--- src/sysclk_consts.vh ---
/*
 * Constants of the system clock and operating mode controller:
 * register offsets, field positions, reset values, state codes and counts.
 * Assumes inclusion by bare name from the controller source.
 */
`ifndef SCM_SYSCLK_CONSTS_VH
`define SCM_SYSCLK_CONSTS_VH

// Register byte offsets
`define SCM_ADDR_SYS_CLK_CTRL 12'h000
`define SCM_ADDR_HS_OSC_CTRL 12'h004
`define SCM_ADDR_INT_STATUS 12'h008
`define SCM_ADDR_INT_MASK 12'h00c
`define SCM_ADDR_SW_STATUS 12'h010

// Field positions in the system clock control register
`define SCM_SEL_HI 7
`define SCM_SEL_LO 5
`define SCM_HS_IDLE_BIT 1
`define SCM_LS_IDLE_BIT 0
// Field positions in the oscillator control register
`define SCM_STABLE_BIT 1
`define SCM_ENABLE_BIT 0

// Reset values
`define SCM_SEL_RST 3'h1
`define SCM_HS_IDLE_RST 1'h0
`define SCM_LS_IDLE_RST 1'h0
`define SCM_OSC_EN_RST 1'h1

// Field positions in the switch status register
`define SCM_STAT_MODE_HI 5
`define SCM_STAT_SEL_LO 0
`define SCM_STAT_SW_BIT 8

// Clock select code of the sub clock
`define SCM_SEL_SUB 3'h7

// Oscillator clocks until the stable flag sets
`define SCM_STABLE_CLKS 5'h10
// Current system clock periods before a switch may complete
`define SCM_SWITCH_CLKS 3'h4

// Operating mode codes
`define SCM_MODE_RUN 3'h0
`define SCM_MODE_SLEEP 3'h1
`define SCM_MODE_SUB_ONLY 3'h2
`define SCM_MODE_BOTH_ON 3'h3
`define SCM_MODE_FAST_ONLY 3'h4

// Interrupt bits
`define SCM_IRQ_STABLE 0
`define SCM_IRQ_SWITCH 1
`define SCM_IRQ_HALT 2
`define SCM_IRQ_W 3

`endif

--- src/scm_sysclk_ctrl.v ---
/*
 * System clock selection and operating mode control with an APB slave.
 * Oscillator and sub clock arrive as one-cycle tick inputs synchronous
 * to pclk; every clock towards the CPU and peripherals leaves as a
 * registered one-cycle tick (a clock enable), or as a registered level for pwm_clk_en and cpu_run, never as a gated clock.
 * The CPU gives single-cycle halt and wake pulses.
 */
// Functional notes
// RQ1: select field codes 0-6 give fast clock divided by 1..64, code 7 sub clock.
// RQ2: halt with both idle bits 0 stops CPU, system, fast and sub clocks.
// RQ3: halt, fast idle 0, slow idle 1: fast off, sub on, system only on sub.
// RQ4: halt with both idle bits 1 keeps fast, sub and system clocks on.
// RQ5: halt, fast idle 1, slow idle 0: sub off, fast on, system only fast.
// RQ6: while running idle bits ignored; slow mode fast clock follows enable bit.
// RQ7: fast oscillator off gives no fast, divided or pwm clocks to peripherals.
// RQ8: watchdog slow clock runs always, sleep included, watchdog always enabled.
// RQ9: enabling oscillator clears stable flag, sets it after 16 oscillator clocks.
// RQ10: oscillator runs when enable bit is 1, stops when 0; the code obeys the bit only in run mode with select code 7.
// RQ11: unimplemented bits of both clock control registers read as zero.
// RQ12: clock switch completes after four current periods plus a target edge.
// RQ13: software waits for stable flag before relying on returning fast clock.
// RQ14: halt is one pulse; idle bits sampled then choose the power-down mode.
`include "sysclk_consts.vh"
`timescale 1ns/1ps
`default_nettype none

module scm_sysclk_ctrl #(
    parameter DIV_N = 7
) (
    input wire pclk,
    input wire presetn,
    input wire psel,
    input wire penable,
    input wire pwrite,
    input wire [11:0] paddr,
    input wire [31:0] pwdata,
    output reg [31:0] prdata,
    output reg pready,
    output reg pslverr,
    input wire hs_osc_tick,
    input wire sub_osc_tick,
    input wire halt_req,
    input wire wake_req,
    output reg hs_osc_run,
    output reg cpu_run,
    output reg system_clk_tick,
    output reg high_speed_clk_tick,
    output reg [DIV_N-2:0] hs_div_tick,
    output reg pwm_clk_en,
    output reg sub_clk_tick,
    output reg watchdog_slow_clk_tick,
    output reg irq
);
    // Software-visible control state and the stable flag counter
    reg [2:0] sel_ff;
    reg hs_idle_ff;
    reg ls_idle_ff;
    reg osc_en_ff;
    reg stable_ff;
    reg [4:0] stable_cnt_ff;
    reg [`SCM_IRQ_W-1:0] int_status_ff;
    reg [`SCM_IRQ_W-1:0] int_mask_ff;
    // Clock path state
    reg [2:0] act_sel_ff;
    reg switching_ff;
    reg [2:0] sw_cnt_ff;
    reg [2:0] mode_ff;
    reg [5:0] div_cnt_ff;
    // Combinational terms
    reg [2:0] nxt_mode;
    reg hs_on;
    reg sub_on;
    reg sys_on;
    reg sys_src_tick;
    reg tgt_tick;
    reg [31:0] rd_data;
    reg rd_hit;
    wire wr_en;
    wire switch_done;
    wire stable_set;
    wire [`SCM_IRQ_W-1:0] events;
    wire [DIV_N-1:0] div_hit;

    assign wr_en = psel & penable & pready & pwrite;

    // Tick of the fast clock divided by 2**i
    genvar gi;
    generate
        for (gi = 0; gi < DIV_N; gi = gi + 1) begin : g_div
            if (gi == 0) begin : g_one
                assign div_hit[gi] = hs_osc_tick;
            end else begin : g_more
                assign div_hit[gi] = hs_osc_tick & (div_cnt_ff[gi-1:0] == {gi{1'b0}});
            end
        end
    endgenerate

    // Oscillator, sub and system clock gating per mode
    always @* begin
        hs_on = 1'b0;
        sub_on = 1'b0;
        sys_on = 1'b0;
        case (mode_ff)
            `SCM_MODE_RUN: begin
                hs_on = (act_sel_ff != `SCM_SEL_SUB) | osc_en_ff; // see RQ6 RQ10
                sub_on = 1'b1;
                sys_on = 1'b1;
            end
            `SCM_MODE_SUB_ONLY: begin
                sub_on = 1'b1; // see RQ3
                sys_on = (act_sel_ff == `SCM_SEL_SUB);
            end
            `SCM_MODE_BOTH_ON: begin
                hs_on = 1'b1; // see RQ4
                sub_on = 1'b1;
                sys_on = 1'b1;
            end
            `SCM_MODE_FAST_ONLY: begin
                hs_on = 1'b1; // see RQ5
                sys_on = (act_sel_ff != `SCM_SEL_SUB);
            end
            default: begin
                hs_on = 1'b0; // see RQ2
            end
        endcase
    end

    // Source ticks of current and target system clocks
    always @* begin
        if (act_sel_ff == `SCM_SEL_SUB) begin
            sys_src_tick = sub_osc_tick;
        end else begin
            sys_src_tick = div_hit[act_sel_ff] & hs_on & stable_ff; // see RQ1
        end
        if (sel_ff == `SCM_SEL_SUB) begin
            tgt_tick = sub_osc_tick;
        end else begin
            tgt_tick = div_hit[sel_ff] & hs_on & stable_ff;
        end
    end

    // Switch completes on a target edge after four current periods
    assign switch_done = switching_ff & (sw_cnt_ff == `SCM_SWITCH_CLKS) & tgt_tick; // see RQ12
    assign stable_set = hs_on & ~stable_ff & hs_osc_tick & (stable_cnt_ff == `SCM_STABLE_CLKS - 5'h1);
    assign events = {mode_ff == `SCM_MODE_RUN && halt_req, switch_done, stable_set};

    // Power-down mode chosen from idle bits at the halt pulse
    always @* begin
        nxt_mode = mode_ff;
        if (mode_ff == `SCM_MODE_RUN) begin
            if (halt_req) begin
                case ({hs_idle_ff, ls_idle_ff}) // see RQ14
                    2'b00: nxt_mode = `SCM_MODE_SLEEP; // see RQ2
                    2'b01: nxt_mode = `SCM_MODE_SUB_ONLY; // see RQ3
                    2'b11: nxt_mode = `SCM_MODE_BOTH_ON; // see RQ4
                    default: nxt_mode = `SCM_MODE_FAST_ONLY; // see RQ5
                endcase
            end
        end else if (wake_req) begin
            nxt_mode = `SCM_MODE_RUN;
        end
    end

    always @(posedge pclk or negedge presetn) begin
        if (!presetn) begin
            mode_ff <= `SCM_MODE_RUN;
        end else begin
            mode_ff <= nxt_mode;
        end
    end

    // Register writes
    always @(posedge pclk or negedge presetn) begin
        if (!presetn) begin
            sel_ff <= `SCM_SEL_RST;
            hs_idle_ff <= `SCM_HS_IDLE_RST;
            ls_idle_ff <= `SCM_LS_IDLE_RST;
            osc_en_ff <= `SCM_OSC_EN_RST;
            int_mask_ff <= {`SCM_IRQ_W{1'b0}};
        end else if (wr_en) begin
            if (paddr == `SCM_ADDR_SYS_CLK_CTRL) begin
                sel_ff <= pwdata[`SCM_SEL_HI:`SCM_SEL_LO];
                hs_idle_ff <= pwdata[`SCM_HS_IDLE_BIT];
                ls_idle_ff <= pwdata[`SCM_LS_IDLE_BIT];
            end
            if (paddr == `SCM_ADDR_HS_OSC_CTRL) begin
                osc_en_ff <= pwdata[`SCM_ENABLE_BIT]; // see RQ10
            end
            if (paddr == `SCM_ADDR_INT_MASK) begin
                int_mask_ff <= pwdata[`SCM_IRQ_W-1:0];
            end
        end
    end

    // Sticky status, set wins over write-one-to-clear
    always @(posedge pclk or negedge presetn) begin
        if (!presetn) begin
            int_status_ff <= {`SCM_IRQ_W{1'b0}};
        end else if (wr_en && paddr == `SCM_ADDR_INT_STATUS) begin
            int_status_ff <= (int_status_ff & ~pwdata[`SCM_IRQ_W-1:0]) | events;
        end else begin
            int_status_ff <= int_status_ff | events;
        end
    end

    // Stable flag: cleared while oscillator off, set after 16 clocks
    always @(posedge pclk or negedge presetn) begin
        if (!presetn) begin
            stable_ff <= 1'b0;
            stable_cnt_ff <= 5'h0;
        end else if (!hs_on) begin
            stable_ff <= 1'b0; // see RQ9
            stable_cnt_ff <= 5'h0;
        end else if (stable_set) begin
            stable_ff <= 1'b1; // see RQ9
        end else if (!stable_ff && hs_osc_tick) begin
            stable_cnt_ff <= stable_cnt_ff + 5'h1;
        end
    end

    // Divider counts fast clock ticks
    always @(posedge pclk or negedge presetn) begin
        if (!presetn) begin
            div_cnt_ff <= 6'h0;
        end else if (hs_osc_tick) begin
            div_cnt_ff <= div_cnt_ff + 6'h1;
        end
    end

    // Clock switch sequencer
    always @(posedge pclk or negedge presetn) begin
        if (!presetn) begin
            act_sel_ff <= `SCM_SEL_RST;
            switching_ff <= 1'b0;
            sw_cnt_ff <= 3'h0;
        end else if (sel_ff != act_sel_ff && !switching_ff) begin
            switching_ff <= 1'b1;
            sw_cnt_ff <= 3'h0;
        end else if (switching_ff) begin
            if (switch_done) begin
                act_sel_ff <= sel_ff;
                switching_ff <= 1'b0;
            end else if (sw_cnt_ff != `SCM_SWITCH_CLKS && sys_src_tick) begin
                sw_cnt_ff <= sw_cnt_ff + 3'h1; // see RQ12
            end
        end
    end

    // Registered clock ticks and enables to the outside
    always @(posedge pclk or negedge presetn) begin
        if (!presetn) begin
            hs_osc_run <= 1'b0;
            cpu_run <= 1'b0;
            system_clk_tick <= 1'b0;
            high_speed_clk_tick <= 1'b0;
            hs_div_tick <= {(DIV_N-1){1'b0}};
            pwm_clk_en <= 1'b0;
            sub_clk_tick <= 1'b0;
            watchdog_slow_clk_tick <= 1'b0;
            irq <= 1'b0;
        end else begin
            hs_osc_run <= hs_on; // see RQ10
            cpu_run <= (nxt_mode == `SCM_MODE_RUN);
            system_clk_tick <= sys_on & sys_src_tick;
            high_speed_clk_tick <= hs_on & stable_ff & hs_osc_tick; // see RQ7
            hs_div_tick <= div_hit[DIV_N-1:1] & {(DIV_N-1){hs_on & stable_ff}}; // see RQ7
            pwm_clk_en <= hs_on & stable_ff; // see RQ7
            sub_clk_tick <= sub_on & sub_osc_tick;
            watchdog_slow_clk_tick <= sub_osc_tick; // see RQ8
            irq <= |(int_status_ff & int_mask_ff);
        end
    end

    // Read mux
    always @* begin
        rd_data = 32'h0;
        rd_hit = 1'b1;
        case (paddr)
            `SCM_ADDR_SYS_CLK_CTRL: begin
                rd_data[`SCM_SEL_HI:`SCM_SEL_LO] = sel_ff; // see RQ11
                rd_data[`SCM_HS_IDLE_BIT] = hs_idle_ff;
                rd_data[`SCM_LS_IDLE_BIT] = ls_idle_ff;
            end
            `SCM_ADDR_HS_OSC_CTRL: begin
                rd_data[`SCM_STABLE_BIT] = stable_ff; // see RQ11 RQ13
                rd_data[`SCM_ENABLE_BIT] = osc_en_ff;
            end
            `SCM_ADDR_INT_STATUS: begin
                rd_data[`SCM_IRQ_W-1:0] = int_status_ff;
            end
            `SCM_ADDR_INT_MASK: begin
                rd_data[`SCM_IRQ_W-1:0] = int_mask_ff;
            end
            `SCM_ADDR_SW_STATUS: begin
                rd_data[`SCM_STAT_MODE_HI:`SCM_STAT_SEL_LO] = {mode_ff, act_sel_ff};
                rd_data[`SCM_STAT_SW_BIT] = switching_ff;
            end
            default: begin
                rd_hit = 1'b0;
            end
        endcase
    end

    // APB answer: one access cycle, data loaded in setup
    always @(posedge pclk or negedge presetn) begin
        if (!presetn) begin
            prdata <= 32'h0;
            pready <= 1'b0;
            pslverr <= 1'b0;
        end else begin
            pready <= psel & ~penable;
            pslverr <= psel & ~penable & ~rd_hit;
            if (psel && !penable) begin
                prdata <= pwrite ? 32'h0 : rd_data;
            end
        end
    end

endmodule // scm_sysclk_ctrl

`default_nettype wire

--- config.mk ---
export PLATFORM = sky130hd
export DESIGN_NAME = scm_sysclk_ctrl
export DESIGN_NICKNAME = d
export VERILOG_FILES = /design/src/scm_sysclk_ctrl.v
export VERILOG_INCLUDE_DIRS = /design/src
export SDC_FILE = /design/constraint.sdc
export NUM_CORES = 1
export LEC_CHECK = 0
export ABC_AREA = 1
export BUFFER_PORTS_ARGS = -buffer_cell sky130_fd_sc_hd__buf_2
export CAP_MARGIN = 20
export CORE_MARGIN = 5
export CORE_UTILIZATION = 35
export CTS_CLUSTER_DIAMETER = 120
export DETAILED_ROUTE_END_ITERATION = 12
export GPL_ROUTABILITY_DRIVEN = 0
export PLACE_DENSITY = 0.59
export SLEW_MARGIN = 5
export SYNTH_ARGS = -nofsm -noshare
export SYNTH_HDL_FRONTEND = slang
export SYNTH_SLANG_ARGS = --single-unit
--- constraint.sdc ---
create_clock -name pclk -period 4.2 [get_ports pclk]
set_input_delay 0.21 -clock pclk [delete_from_list [all_inputs] [get_ports pclk]]
set_output_delay 0.21 -clock pclk [all_outputs]
set_load 0.05 [all_outputs]
==> flow_summary.toml <==
[status]
outcome = "finished clean"

[global_route]
grt_pass1_vias = 2550
grt.overflow.total = 0
grt_max_degree = 60
antenna_found_initial = 0
grt_util_all_layers = 0.135
grt_pass1_wl_mm = 12.0

[critical_path]
crit_fanout = 5
ff2ff_setup_slack_ps = 2460
slowest_delay_ps = 410
critPathRequiredTime_ps = 4430
end_kind = "flip-flop"
crit_path_cell_trace = "inv_1 -> ha_1 -> nand2_4 -> inv_1 -> nand2_2 -> inv_2 -> nand3_1 -> nand2_1 -> nand3_2 -> nand2_2 -> nand2_2 -> nand3_1 -> nand2_1"
crit_path_frequent_cell = "nand2_2"
path_class = "reg -> reg"
cp.arrival_ps = 1970
crit_path_start_kind = "flip-flop"
critPathSlowestCell = "dfrtp_1"

[cts]
insertion_delay_ps = 340
clkSlewWorstSetupHoldPaths_ps = 70
cts_setup_buffers = 0
cts.sinks = 59
cts_resized = 0
clockRootBuffer = "clkbuf_8"
numCtsBuffers = 9
cts_tree = "yes"
hold_buffers = 0
htree_levels = 3
clock_path_buffers = 2

[route]
vias_per_cell = 4.73
drt_iter0_drc = 148
wirelength_mm = 6.86
dr.pass1.iters = 4
drc = 0
vias = 2538
post_drt_wl_per_cell_um = 12.8
final_antenna_net_count = 0

[sta]
rsz0062_at_grt = "false"
tns_ps = 0
worstMarginPinSlew_ps = 743
clock.fmax_ghz = 0.574
slew_headroom = 0.504
fin_hold_ws_ps = 5.20
hold_viol = 0
period_minus_slack_ps = 1740
setup_viol = 0
drv_slew = 0
setup_slack_ps = 2460
timing.final.crit_share = 0.415
final.setup_skew_ps = 7.59

[floorplan]
fp.dieW_um = 104
dieArea_um2 = 10900
start_util = 0.359
core_um2 = 8680
std_cell_rows = 34
die_height_um = 104
io_pins = 101

[hold_path]
hold_path.class = "in -> async"

[logic_synthesis]
ys_seq_area_frac = 0.475
ys_ff_latch = 59
synth_cells = 369
postSynthAreaPerCell_um2 = 8.44
synth_edf_count = 0
synth_ff_type = "dfrtp_1"
synth_cell_type_count = 37
netlist_area_um2 = 3110
yosysWarnings = 0
async_flop_share = 1.00

[placed_design]
port_buffers = 51
placed_cell_area_um2 = 3390
hpwlAfterDp_mm = 5.24
pre_cts_ws_ps = 2400

[layout]
drive_gt1_frac = 0.219
final_cell_mix = "74 x nand2_1, 56 x dfrtp_1, 51 x buf_2"
post-route-cell-area_um2 = 3590
final_nets = 487
diodes = 0
final_common_cell = "nand2_1"
syn2layout_area_growth_pct = 15.2

[power]
vdd.ir_drop.worst_v = 0.000176
total_power_w = 0.00146
power_density_nw_per_um2 = 406
power_leakage_nw = 1.92

[run]
maxCapViolations = 0
[stage by stage]
| stage | cells | util |
|---|---|---|
| after floorplan | 391 | - |
| after global placement | 522 | 0.390 |
| after detailed placement | 522 | 0.390 |
| after CTS | 537 | 0.413 |
| after global routing | 537 | 0.413 |
| final | 537 | 0.413 |
[critical path, delay by kind of cell (launching register included)]
family / cells / cell delay [ps]
flops: 1 / 410
buf+inv: 3 / 280
simple gates: 9 / 750
fa+ha+maj: 1 / 190
[power by group]
group          switching, W  leakage, nW  internal [W]  total [W]
registers         0.0000566        0.766      0.000619   0.000676
logic              0.000185         1.06     0.0000734   0.000258
clock network      0.000220       0.0974      0.000302   0.000522
total              0.000462         1.92      0.000994    0.00146
[worst paths after layout]
check,cells past startpoint,endpoint,start
max,13,sw_cnt_ff[1],div_cnt_ff[0]
min,2,int_mask_ff[0],presetn
max reg2reg,13,sw_cnt_ff[1],div_cnt_ff[0]
min reg2reg,2,prdata[2],prdata[2]
max in group asynchronous,2,switching_ff,presetn
min in group pclk,1,watchdog_slow_clk_tick,sub_osc_tick
[synthesized netlist by cell type (2+ instances only)]
cell type | n | area share
a21oi_1 | 9 | 0.014
a32o_1 | 3 | 0.0096
buf_2 | 4 | 0.0064
buf_4 | 25 | 0.060
dfrtp_1 | 56 | 0.45
dfstp_2 | 3 | 0.025
ha_1 | 9 | 0.036
inv_1 | 41 | 0.049
inv_2 | 5 | 0.0060
nand2_1 | 74 | 0.089
nand2_2 | 9 | 0.018
nand3_1 | 31 | 0.050
nand3_2 | 3 | 0.0096
nand3b_1 | 2 | 0.0048
nand4_1 | 10 | 0.020
nor2_1 | 34 | 0.041
nor3_1 | 7 | 0.011
o211ai_1 | 2 | 0.0048
o21ai_0 | 15 | 0.024
o21ai_1 | 2 | 0.0032
o22ai_1 | 4 | 0.0080
o31ai_1 | 2 | 0.0048
xor2_1 | 5 | 0.014
[state kept, by name, summed over array words and instances (netlist names), 3 cells and up]
register / flops
int_mask_ff: 3
sw_cnt_ff: 3
div_cnt_ff: 6
sel_ff: 3
stable_cnt_ff: 5
prdata: 9
mode_ff: 3
act_sel_ff: 3
hs_div_tick: 6
int_status_ff: 3
[routing by layer]
layer,global-route usage,vias up,routed length [um]
met1,0.158,1198,3000
li1,-,1257,-
met5,0,-,0
met2,0.225,76,3320
met3,0.0490,7,444
met4,0.0481,0,89
[cell type report]
class                      instances  area (um^2)
tap                              108          135
clock buffer                      11          151
fill                             900         5090
sequential                        59         1480
clock inverter                     4         50.0
timing repair buffer              52          263
inverter                          46          173
multi-input combinational        257         1340
[cells by family after synthesis]
| logic type | Yosys count | synth area share |
|---|---|---|
| xor+xnor | 6 | 0.0169 |
| simple gates | 178 | 0.267 |
| other cells | 1 | 0.00120 |
| flops | 59 | 0.475 |
| fa+ha+maj | 9 | 0.0362 |
| compound gates | 41 | 0.0816 |
| buf+inv | 75 | 0.122 |
No activity file was read; power rests on OpenSTA's default activity.
